`src/pkg/vrh_pkg.sv`:
```
// Purpose: Shared constants and types for the voice recorder host port
// Assumes: 200 MHz hclk, AHB-Lite register access, 32-bit data
// Notes: Struct layouts fix the register field positions
package vrh_pkg;
  // Register byte offsets
  localparam logic [7:0] REG_CTRL = 8'h00;
  localparam logic [7:0] REG_VOLUME = 8'h04;
  localparam logic [7:0] REG_FORMAT = 8'h08;
  localparam logic [7:0] REG_GPIO = 8'h0C;
  localparam logic [7:0] REG_STATUS = 8'h10;
  localparam logic [7:0] REG_SPI_DATA = 8'h14;
  localparam logic [7:0] REG_MSG_ADDR = 8'h18;
  localparam logic [7:0] REG_PLAY = 8'h1C;
  localparam logic [7:0] REG_FLASH = 8'h20;
  localparam logic [7:0] REG_IRQ = 8'h24;
  // Timing
  localparam int CLK_PERIOD_NS = 5;
  localparam int CLK_MHZ = 200;
  localparam int RESET_PULSE_MS = 50;
  localparam int RESET_PULSE_CYCLES = RESET_PULSE_MS * 1000 * CLK_MHZ;
  localparam int I2S_SCK_HALF_NS = 30;
  localparam int I2S_HALF_CYCLES = (I2S_SCK_HALF_NS + CLK_PERIOD_NS - 1) / CLK_PERIOD_NS;
  localparam int FLASH_SCK_HALF_NS = 40;
  localparam int FLASH_HALF_CYCLES = (FLASH_SCK_HALF_NS + CLK_PERIOD_NS - 1) / CLK_PERIOD_NS;
  localparam int I2S_WS_BITS = 16;
  // Synchroniser lanes
  localparam int IN_SCLK = 0;
  localparam int IN_MOSI = 1;
  localparam int IN_SEL = 2;
  localparam int IN_RST = 3;
  localparam int IN_FMISO = 4;
  localparam int IN_GPIO = 5;
  localparam int IN_W = 13;
  // Codec codes
  localparam logic [2:0] CODEC_ADPCM = 3'h0;
  localparam logic [2:0] CODEC_MULAW = 3'h1;
  localparam logic [2:0] CODEC_DMULAW = 3'h2;
  localparam logic [2:0] CODEC_PCM = 3'h3;
  localparam logic [2:0] CODEC_EADPCM = 3'h4;
  localparam logic [2:0] CODEC_VBR = 3'h5;
  localparam logic [2:0] RATE_LAST = 3'h6;
  localparam logic [1:0] MRATE_LAST = 2'h2;

  // Control fields, bit 0 is spk_neg_line
  typedef struct packed {
    logic powerdown;
    logic i2s_master;
    logic i2s_in_sel;
    logic i2s_pins;
    logic [1:0] clk_src;
    logic [1:0] aux_gain;
    logic agc_en;
    logic spk_bridged;
    logic spk_pos_line;
    logic spk_neg_line;
  } vrh_ctrl_t;
  localparam vrh_ctrl_t CTRL_RST = 12'h800;

  typedef struct packed {
    logic [7:0] master_output_volume;
    logic [7:0] playback_path_volume;
    logic [7:0] input_path_volume;
  } vrh_vol_t;
  localparam vrh_vol_t VOL_RST = 24'h808080;

  typedef struct packed {
    logic playback;
    logic [1:0] mrate;
    logic [2:0] rate_sel;
    logic [3:0] bits;
    logic [2:0] codec;
  } vrh_fmt_t;
  localparam vrh_fmt_t FMT_RST = 13'h0198;

  typedef struct packed {
    logic [7:0] oe;
    logic [7:0] out;
  } vrh_gpio_t;
  localparam vrh_gpio_t GPIO_RST = 16'h0000;

  typedef enum logic [1:0] {BUS_IDLE = 2'b01, BUS_DATA = 2'b10} vrh_bus_st_t;
  typedef enum logic [1:0] {FL_IDLE = 2'b01, FL_XFER = 2'b10} vrh_fl_st_t;

  // Whole state of the top module
  typedef struct packed {
    vrh_bus_st_t bus;
    logic [7:0] addr;
    logic wr;
    logic [31:0] hrdata;
    logic hready;
    logic [IN_W-1:0] s1;
    logic [IN_W-1:0] s2;
    logic [IN_W-1:0] s3;
    logic [IN_W-1:0] filt;
    logic [2:0] bit_cnt;
    logic [7:0] rx_shift;
    logic [7:0] rx_data;
    logic rx_valid;
    logic busy;
    logic [23:0] tx;
    logic miso;
    logic miso_oe;
    logic irq_req;
    vrh_ctrl_t ctrl;
    vrh_vol_t vol;
    vrh_fmt_t fmt;
    vrh_gpio_t gpio;
    logic [23:0] msg_addr;
    logic [15:0] play_index;
    logic play_macro;
    logic play_pending;
    logic [23:0] rst_cnt;
    logic reset_seen;
    vrh_fl_st_t fl;
    logic [3:0] fl_div;
    logic [2:0] fl_cnt;
    logic [7:0] fl_tx;
    logic [7:0] fl_rx;
    logic fl_sel_n;
    logic fl_sck;
    logic fl_mosi;
    logic fl_hold;
    logic [3:0] i2s_div;
    logic i2s_bck;
    logic [3:0] i2s_bits;
    logic i2s_ws;
    logic [7:0] pin_out;
    logic [7:0] pin_oe;
  } vrh_state_t;

  // Format legality per codec, bits, rate and direction
  function automatic logic fmt_legal(input vrh_fmt_t f);
    logic ok;
    ok = 1'b0;
    unique case (f.codec)
      CODEC_ADPCM, CODEC_EADPCM: ok = (f.bits >= 4'h2) && (f.bits <= 4'h5);
      CODEC_MULAW, CODEC_DMULAW: ok = (f.bits >= 4'h6) && (f.bits <= 4'h8);
      CODEC_PCM: ok = (f.bits == 4'h8) || (f.bits == 4'hA) || (f.bits == 4'hC);
      CODEC_VBR: ok = 1'b1;
      default: ok = 1'b0;
    endcase
    if ((f.codec == CODEC_EADPCM || f.codec == CODEC_VBR) && !f.playback) begin
      ok = 1'b0;
    end
    return ok && (f.rate_sel <= RATE_LAST) && (f.mrate <= MRATE_LAST);
  endfunction : fmt_legal
endpackage : vrh_pkg

```
`src/hdl/vrh_host_port.sv`:
```
// Purpose: Host serial port, pin control and configuration of a voice recorder
// Assumes: Pins sampled by hclk through three flip-flops; AHB-Lite slave for software
// Notes: One wait state on every bus transfer; hresp always OKAY
//
// Chosen here: the AHB-Lite interface to the registers and the register offsets.
`timescale 1ns/1ps
// How it works
// - Serial output driven only while selected
// - Serial commands accepted only while select low
// - Ready high only when next bit accepted
// - Interrupt is open-drain, pulled low when requested
// - Reset pin high 50 ms resets device
// - Audio clock and word select driven in master
// - Eight GPIO, four shared with audio port
// - Digital audio input replaces analog record source
// - Seven playback rates per master rate
// - Recording codecs ADPCM, mu-law, PCM widths
// - Prompts add enhanced ADPCM and variable rate
// - Device reports recorded message start address
// - Flash addresses span up to 128 Mbit
// - Prompt playback selected by index number
// - Macro scripts run from stored sequences
// - Three 8-bit volume settings
// - Two-bit auxiliary input gain
// - Automatic gain control on analog input
// - Clock source chosen from three options
// - Speaker pins float in power down
// - Device masters the external flash
// - Sample input on rise, update output on fall
// - Ready drops after clock rise while processing
module vrh_host_port
  import vrh_pkg::*;
#(
  parameter int unsigned RST_PULSE_CYCLES = RESET_PULSE_CYCLES
) (
  // Clock and reset
  input wire logic hclk,
  input wire logic hresetn,
  // AHB-Lite slave
  input wire logic hsel,
  input wire logic [31:0] haddr,
  input wire logic [1:0] htrans,
  input wire logic hwrite,
  input wire logic [2:0] hsize,
  input wire logic [31:0] hwdata,
  input wire logic hready,
  output logic [31:0] hrdata,
  output logic hreadyout,
  output logic hresp,
  // Host serial port
  input wire logic sclk,
  input wire logic mosi,
  input wire logic host_select_n,
  output logic miso,
  output logic miso_oe,
  output logic ready_busy_n,
  output logic irq_n_out,
  output logic irq_n_oe,
  input wire logic reset_pin,
  // External flash
  output logic flash_select_n,
  output logic flash_sclk,
  output logic flash_mosi,
  input wire logic flash_miso,
  // GPIO, upper four shared with the audio port
  input wire logic [7:0] gpio_in,
  output logic [7:0] gpio_out,
  output logic [7:0] gpio_oe,
  // Analog and clock configuration
  output logic speaker_pos_oe,
  output logic speaker_neg_oe,
  output logic bridged_diff_output,
  output logic speaker_pos_line,
  output logic speaker_neg_line,
  output logic [7:0] input_path_volume,
  output logic [7:0] playback_path_volume,
  output logic [7:0] master_output_volume,
  output logic [1:0] aux_line_input_gain,
  output logic agc_enable,
  output logic [1:0] clock_source,
  output logic record_from_digital
);

  vrh_state_t r; // Registered state
  vrh_state_t n; // Next state

  // Next-state logic
  always_comb begin
    logic [IN_W-1:0] f;
    logic [IN_W-1:0] agree;
    logic sel;
    logic sck_rise;
    logic sck_fall;
    logic sel_fall;
    logic acc;
    logic [31:0] rd;
    n = r;
    f = '0;
    agree = '0;
    rd = '0;
    sel = 1'b0;
    sck_rise = 1'b0;
    sck_fall = 1'b0;
    sel_fall = 1'b0;
    acc = 1'b0;
    // Three-stage synchroniser, change counts when stages two and three agree
    n.s1 = {gpio_in, flash_miso, reset_pin, host_select_n, mosi, sclk};
    n.s2 = r.s1;
    n.s3 = r.s2;
    agree = ~(r.s2 ^ r.s3);
    f = (agree & r.s3) | (~agree & r.filt);
    n.filt = f;
    sel = ~f[IN_SEL];
    sck_rise = f[IN_SCLK] & ~r.filt[IN_SCLK];
    sck_fall = ~f[IN_SCLK] & r.filt[IN_SCLK];
    sel_fall = ~f[IN_SEL] & r.filt[IN_SEL];
    acc = hsel & htrans[1] & hready;

    // Bus slave: address phase then one wait cycle
    unique case (r.bus)
      BUS_IDLE: begin
        n.hready = 1'b1;
        if (acc) begin
          n.addr = {haddr[7:2], 2'b00};
          n.wr = hwrite;
          n.hready = 1'b0;
          n.bus = BUS_DATA;
        end
      end
      BUS_DATA: begin
        n.hready = 1'b1;
        n.bus = BUS_IDLE;
        if (r.wr) begin
          unique case (r.addr)
            REG_CTRL: n.ctrl = vrh_ctrl_t'(hwdata[11:0]);
            REG_VOLUME: n.vol = vrh_vol_t'(hwdata[23:0]);
            REG_FORMAT: n.fmt = vrh_fmt_t'(hwdata[12:0]);
            REG_GPIO: n.gpio = vrh_gpio_t'(hwdata[15:0]);
            REG_SPI_DATA: n.tx = {hwdata[7:0], 16'h0000};
            REG_MSG_ADDR: begin
              // Start address of the last recording, queued for the host
              n.msg_addr = hwdata[23:0];
              n.tx = hwdata[23:0];
            end
            REG_PLAY: begin
              // Prompt by index or macro script, done bit clears pending
              n.play_index = hwdata[15:0];
              n.play_macro = hwdata[16];
              n.play_pending = ~hwdata[31];
            end
            REG_FLASH: begin
              if (r.fl == FL_IDLE && hwdata[9]) begin
                n.fl_sel_n = 1'b1;
              end else if (r.fl == FL_IDLE) begin
                // Start one byte on the flash link
                n.fl = FL_XFER;
                n.fl_tx = hwdata[7:0];
                n.fl_hold = hwdata[8];
                n.fl_sel_n = 1'b0;
                n.fl_mosi = hwdata[7];
                n.fl_div = '0;
                n.fl_cnt = '0;
              end
            end
            REG_IRQ: n.irq_req = hwdata[0];
            default: begin
            end
          endcase
        end else begin
          unique case (r.addr)
            REG_CTRL: rd = {20'h00000, r.ctrl};
            REG_VOLUME: rd = {8'h00, r.vol};
            REG_FORMAT: rd = {18'h00000, fmt_legal(r.fmt), r.fmt};
            REG_GPIO: rd = {8'h00, r.filt[IN_GPIO +: 8], r.gpio};
            REG_STATUS: rd = {26'h0000000, r.reset_seen, r.play_pending, r.fl == FL_XFER,
                              ~r.filt[IN_SEL], r.busy, r.rx_valid};
            REG_SPI_DATA: begin
              // Reading takes the byte and frees the port
              rd = {24'h000000, r.rx_data};
              n.rx_valid = 1'b0;
              n.busy = 1'b0;
            end
            REG_MSG_ADDR: rd = {8'h00, r.msg_addr};
            REG_PLAY: rd = {r.play_pending, 14'h0000, r.play_macro, r.play_index};
            REG_FLASH: rd = {22'h000000, r.fl == FL_XFER, ~r.fl_sel_n, r.fl_rx};
            REG_IRQ: rd = {31'h00000000, r.irq_req};
            default: rd = '0;
          endcase
          n.hrdata = rd;
        end
      end
      default: begin
        n.bus = BUS_IDLE;
        n.hready = 1'b1;
      end
    endcase

    // Host serial port, mode 0
    n.miso_oe = sel;
    if (!sel) begin
      n.bit_cnt = '0;
    end else begin
      if (sel_fall) begin
        n.miso = r.tx[23];
      end
      if (sck_rise) begin
        // Input bit taken on the rising clock edge
        n.rx_shift = {r.rx_shift[6:0], f[IN_MOSI]};
        n.bit_cnt = r.bit_cnt + 3'h1;
        n.busy = 1'b1;
        if (r.bit_cnt == 3'h7) begin
          n.rx_data = {r.rx_shift[6:0], f[IN_MOSI]};
          n.rx_valid = 1'b1;
        end
      end
      if (sck_fall) begin
        // Output bit moves after the falling edge
        n.tx = {r.tx[22:0], 1'b0};
        n.miso = r.tx[22];
        if (!r.rx_valid && r.bit_cnt != 3'h0) begin
          n.busy = 1'b0;
        end
      end
    end

    // Flash master engine
    if (r.fl == FL_XFER) begin
      n.fl_div = r.fl_div + 4'h1;
      if (r.fl_div == 4'(FLASH_HALF_CYCLES - 1)) begin
        n.fl_div = '0;
        if (!r.fl_sck) begin
          n.fl_sck = 1'b1;
          n.fl_rx = {r.fl_rx[6:0], f[IN_FMISO]};
        end else begin
          n.fl_sck = 1'b0;
          n.fl_cnt = r.fl_cnt + 3'h1;
          n.fl_tx = {r.fl_tx[6:0], 1'b0};
          n.fl_mosi = r.fl_tx[6];
          if (r.fl_cnt == 3'h7) begin
            n.fl = FL_IDLE;
            n.fl_sel_n = ~r.fl_hold;
          end
        end
      end
    end

    // Audio bit clock and word select generator for master mode
    if (r.ctrl.i2s_master && r.ctrl.i2s_pins) begin
      n.i2s_div = r.i2s_div + 4'h1;
      if (r.i2s_div == 4'(I2S_HALF_CYCLES - 1)) begin
        n.i2s_div = '0;
        n.i2s_bck = ~r.i2s_bck;
        if (r.i2s_bck) begin
          n.i2s_bits = r.i2s_bits + 4'h1;
          if (r.i2s_bits == 4'(I2S_WS_BITS - 1)) begin
            n.i2s_ws = ~r.i2s_ws;
          end
        end
      end
    end else begin
      n.i2s_div = '0;
      n.i2s_bck = 1'b0;
      n.i2s_bits = '0;
      n.i2s_ws = 1'b0;
    end

    // Pin multiplexing for GPIO and the shared audio pins
    n.pin_out = r.gpio.out;
    n.pin_oe = r.gpio.oe;
    if (r.ctrl.i2s_pins) begin
      n.pin_out[7:4] = {1'b0, n.i2s_bck, n.i2s_ws, 1'b0};
      n.pin_oe[7:4] = {1'b0, r.ctrl.i2s_master, r.ctrl.i2s_master, 1'b1};
    end

    // Long reset pulse on the reset pin
    if (f[IN_RST]) begin
      if (r.rst_cnt != 24'(RST_PULSE_CYCLES)) begin
        n.rst_cnt = r.rst_cnt + 24'h000001;
      end
      if (r.rst_cnt == 24'(RST_PULSE_CYCLES - 1)) begin
        // Return configuration to its reset values
        n.ctrl = CTRL_RST;
        n.vol = VOL_RST;
        n.fmt = FMT_RST;
        n.gpio = GPIO_RST;
        n.irq_req = 1'b0;
        n.play_pending = 1'b0;
        n.reset_seen = 1'b1;
      end
    end else begin
      n.rst_cnt = '0;
    end
  end

  // State register
  always_ff @(posedge hclk or negedge hresetn) begin
    if (!hresetn) begin
      r <= '0;
      r.bus <= BUS_IDLE;
      r.hready <= 1'b1;
      r.ctrl <= CTRL_RST;
      r.vol <= VOL_RST;
      r.fmt <= FMT_RST;
      r.gpio <= GPIO_RST;
      r.fl <= FL_IDLE;
      r.fl_sel_n <= 1'b1;
      r.s1 <= 13'h0004;
      r.s2 <= 13'h0004;
      r.s3 <= 13'h0004;
      r.filt <= 13'h0004;
    end else begin
      r <= n;
    end
  end

  // Outputs straight from state
  assign hrdata = r.hrdata;
  assign hreadyout = r.hready;
  assign hresp = 1'b0;
  assign miso = r.miso;
  assign miso_oe = r.miso_oe;
  assign ready_busy_n = ~r.busy;
  assign irq_n_out = 1'b0;
  assign irq_n_oe = r.irq_req;
  assign flash_select_n = r.fl_sel_n;
  assign flash_sclk = r.fl_sck;
  assign flash_mosi = r.fl_mosi;
  assign gpio_out = r.pin_out;
  assign gpio_oe = r.pin_oe;
  assign speaker_pos_oe = ~r.ctrl.powerdown;
  assign speaker_neg_oe = ~r.ctrl.powerdown;
  assign bridged_diff_output = r.ctrl.spk_bridged;
  assign speaker_pos_line = r.ctrl.spk_pos_line;
  assign speaker_neg_line = r.ctrl.spk_neg_line;
  assign input_path_volume = r.vol.input_path_volume;
  assign playback_path_volume = r.vol.playback_path_volume;
  assign master_output_volume = r.vol.master_output_volume;
  assign aux_line_input_gain = r.ctrl.aux_gain;
  assign agc_enable = r.ctrl.agc_en;
  assign clock_source = r.ctrl.clk_src;
  assign record_from_digital = r.ctrl.i2s_in_sel;

endmodule : vrh_host_port

```
`config.mk`:
```
export PLATFORM = sky130hd
export DESIGN_NAME = vrh_host_port
export DESIGN_NICKNAME = d
export VERILOG_FILES = /design/src/pkg/vrh_pkg.sv /design/src/hdl/vrh_host_port.sv
export SDC_FILE = /design/constraint.sdc
export NUM_CORES = 1
export LEC_CHECK = 0
export BUFFER_PORTS_ARGS = -buffer_cell sky130_fd_sc_hd__buf_2
export CAP_MARGIN = 20
export CORE_ASPECT_RATIO = 1.25
export CORE_MARGIN = 2
export CORE_UTILIZATION = 58
export CTS_CLUSTER_SIZE = 14
export DETAILED_ROUTE_END_ITERATION = 7
export PLACE_DENSITY = 0.8
export SYNTH_ARGS = -nofsm -noshare
export SYNTH_HDL_FRONTEND = slang
export SYNTH_SLANG_ARGS = --single-unit
```
`constraint.sdc`:
```
create_clock -name hclk -period 2.6 [get_ports hclk]
set_input_delay 0.26 -clock hclk [delete_from_list [all_inputs] [get_ports hclk]]
set_output_delay 0.26 -clock hclk [all_outputs]
set_load 0.02 [all_outputs]
```
==> impl_metrics.ini <==
[floorplanning]
die_w_um = 144.7
die_height_um = 179.9
core_um2 = 24420
io_pins = 180
start_util = 0.5876
fp-row-count = 64
die_area_um2 = 26030

[sta]
tightest_slew_ns = 0.6752
holdWs_ns = 0.02251
setup_viol = 0
max_freq_mhz = 433.8
period_minus_slack_ns = 2.305
drv_slew = 0
skew_ns = 0.02011
rsz0062_at_grt = false
setup_tns_ns = 0
hold_viol_final = 0
setup_slack_ns = 0.2946
finalCritPeriodShare = 0.8867
slew_headroom = 0.5498

[clocking]
clock_latency_ns = 0.57
cts_max_level = 1
ctsHoldBuffers = 32
cts_num_sinks = 320
post-cts-setup-buffer-count = 0
clkTransAtPathRegs_ns = 0.07
cts_tree = built
clk_path_buf_depth = 3
clockRootBuffer = clkbuf_16
cts_resized = 0
numCtsBuffers = 31

[power]
max-vdd-ir-drop_v = 0.0005491
pwr-share-seq = 0.474
p_int_mw = 9.010
p_total_mw = 12.21
p_switching_mw = 3.203
power_frac_clock = 0.392
power.density_nw_per_um2 = 744.6
pwr-share-comb = 0.134
p_leak_nw = 7.738
p_sw_frac = 0.2623

[hold_path]
hold_path_class = input pin to flip-flop

[placed_design]
place_ws_ns = 0.4028
place_inst = 1601
place.gp.congestion = 0.8915
port_buffers = 133
dp_hpwl_um = 23050

[global_route]
grt_max_degree = 66
antenna_found_initial = 2
grt.busiest_layer = met2
grt_overflow = 0
grt_first_pass_wirelength_um = 55440
grt_use_met2 = 0.4504
grt.met1_usage = 0.3510
grt_pass1_vias = 10305
use_met3 = 0.04022
grt_use_total = 0.2706

[synth]
ys_seq_elements = 320
yosys-top-cells-area = dfrtp_1 53%, mux2i_1 5.6%, mux2_2 5.6%
yosysSeqAreaShare = 0.5594
synth_ff_type = dfrtp_1
ys_types = 67
synth_top_area_frac = 0.5301
syn_inst = 1237
yosysTopAreaCell = dfrtp_1
synth_most_common_cell = dfrtp_1
synth_area_per_cell_um2 = 11.60
synth_warnings = 0
synth_edf_count = 0
async_reset_ff_frac = 1.000
yosys-top-cells-count = 304 x dfrtp_1, 100 x nor2_1, 96 x nand2_1
syn_area_um2 = 14350

[cells_and_area]
layout.cells.non_filler = 1691
synthToLayoutAreaGrowth_pct = 14.29
drive_gt1_frac = 0.2566
fin_nets = 1438

[worst_setup_path]
crit_required_ns = 3.06
worstSetupPathType = flip-flop to flip-flop
path_max_fanout = 23
r2r_setup_slack_ns = 0.29
critPathLaunchType = flip-flop
setup.worst_path.end_class = flip-flop
crit_arrival_ns = 2.76

[detailed_routing]
drt_iter0_drc = 948
routed_wl_um = 34690
viasPerCell = 6.032
vias = 10200
drt-pass1-iter-count = 6
drc = 0
postRouteAntennaNets = 0
avgRoutedWirePerCell_um = 20.52

[job]
drv_cap = 0

[run_status]
status = complete, no violations
## layout by cell type (no fill, tap or decap), types with 6 or more instances in the layout
cell,netlist,routed
mux2i_1,80,80
dlygate4sd3_1,0,32
xor2_1,12,12
maj3_1,12,12
a22o_1,13,13
and3_1,8,8
inv_1,28,28
clkbuf_16,0,31
dfstp_2,16,16
a21oi_1,43,43
or4_1,7,7
ha_1,15,15
nand2b_1,8,8
nor2_1,100,100
clkbuf_8,0,8
buf_4,80,41
a221oi_1,15,15
clkinv_2,0,8
nand2_1,96,96
conb_1,1,9
a22oi_1,40,40
nor3_1,11,11
buf_2,21,132
o21ai_0,40,39
xnor2_1,9,9
a31oi_1,13,13
and2_1,6,6
mux2_2,71,71
nand4_1,8,8
mux4_2,12,12
nor2b_1,8,7
dfrtp_1,304,304
nand3_1,32,32
## area by class of cell
type                    instances  area [um2]
clock buffers                  41       893.4
clock inverters                16       214.0
multi-input cells             745        5363
flip-flops and latches        320        8028
repair buffers                210        1384
well taps                     330       412.9
fillers                      1763        8021
diodes                          1       2.502
inverters                      28       105.1
## kinds of logic after synthesis
family / Yosys count / share of synthesized area
DFF: 320 / 0.5594
buffers and inverters: 180 / 0.07149
xor gates and xnor gates: 21 / 0.01282
muxes: 163 / 0.1303
other: 1 / 0.0002613
adders and majority gates: 27 / 0.02145
and+or+nand+nor: 324 / 0.1107
AOI/OAI and AO/OA: 201 / 0.09355
## final timing paths
check,cells after the start,end,start
min in group asynchronous,2,gpio_oe[6]$_DFF_PN0_,hresetn
worst min-delay path,3,playback_path_volume[6]$_DFF_PN0_,hwdata[14]
max in group asynchronous,3,hrdata[16]$_DFFE_PN0P_,hresetn
worst min register to register,0,n[258]$_DFF_PN0_,n[271]$_DFF_PN0_
worst max register to register,6,r[197]$_DFF_PN0_,r[328]$_DFFE_PN0P_
worst max-delay path,6,r[197]$_DFF_PN0_,r[328]$_DFFE_PN0P_
## power by group through the flow
stage          Combinational, mW  Sequential [mW]  Clock (mW)
2_1_floorplan               1.20             5.73           0
3_3_place_gp                1.53             5.84           0
3_5_place_dp                1.58             5.87           0
4_1_cts                     1.63             5.78        4.86
5_1_grt                     1.78             5.84        5.06
6_report                    1.63             5.79        4.79
## per-layer routing
layer,vias to the layer above,share of wire
li1,4483,-
met1,5149,0.38
met2,449,0.50
met3,117,0.067
met4,2,0.045
met5,-,0.00032
## per-stage QoR
| stage | cell area [um2] | util |
|---|---|---|
| 2_1_floorplan | 14380 | - |
| 3_3_place_gp | 14970 | 0.6130 |
| 3_5_place_dp | 14970 | 0.6130 |
| 4_1_cts | 16400 | 0.6715 |
| 5_1_grt | 16400 | 0.6716 |
| 6_report | 16400 | 0.6716 |
## worst max-delay path, cell delays in order (launching register included)
cell,delay [ns]
dfrtp_1,0.48
or4b_4,0.63
nor3_4,0.23
buf_4,0.34
buf_4,0.23
a22oi_1,0.09
o21ai_0,0.21
## state kept, by name (all words and copies together) (netlist names), 2 cells and up, named ones only
signal and count:
master_output_volume 8, hrdata 25, playback_path_volume 8, r 197, gpio_oe 8, input_path_volume 8, clock_source 2, gpio_out 8
aux_line_input_gain 2, n 34
Power figures use the tool's default switching activity.
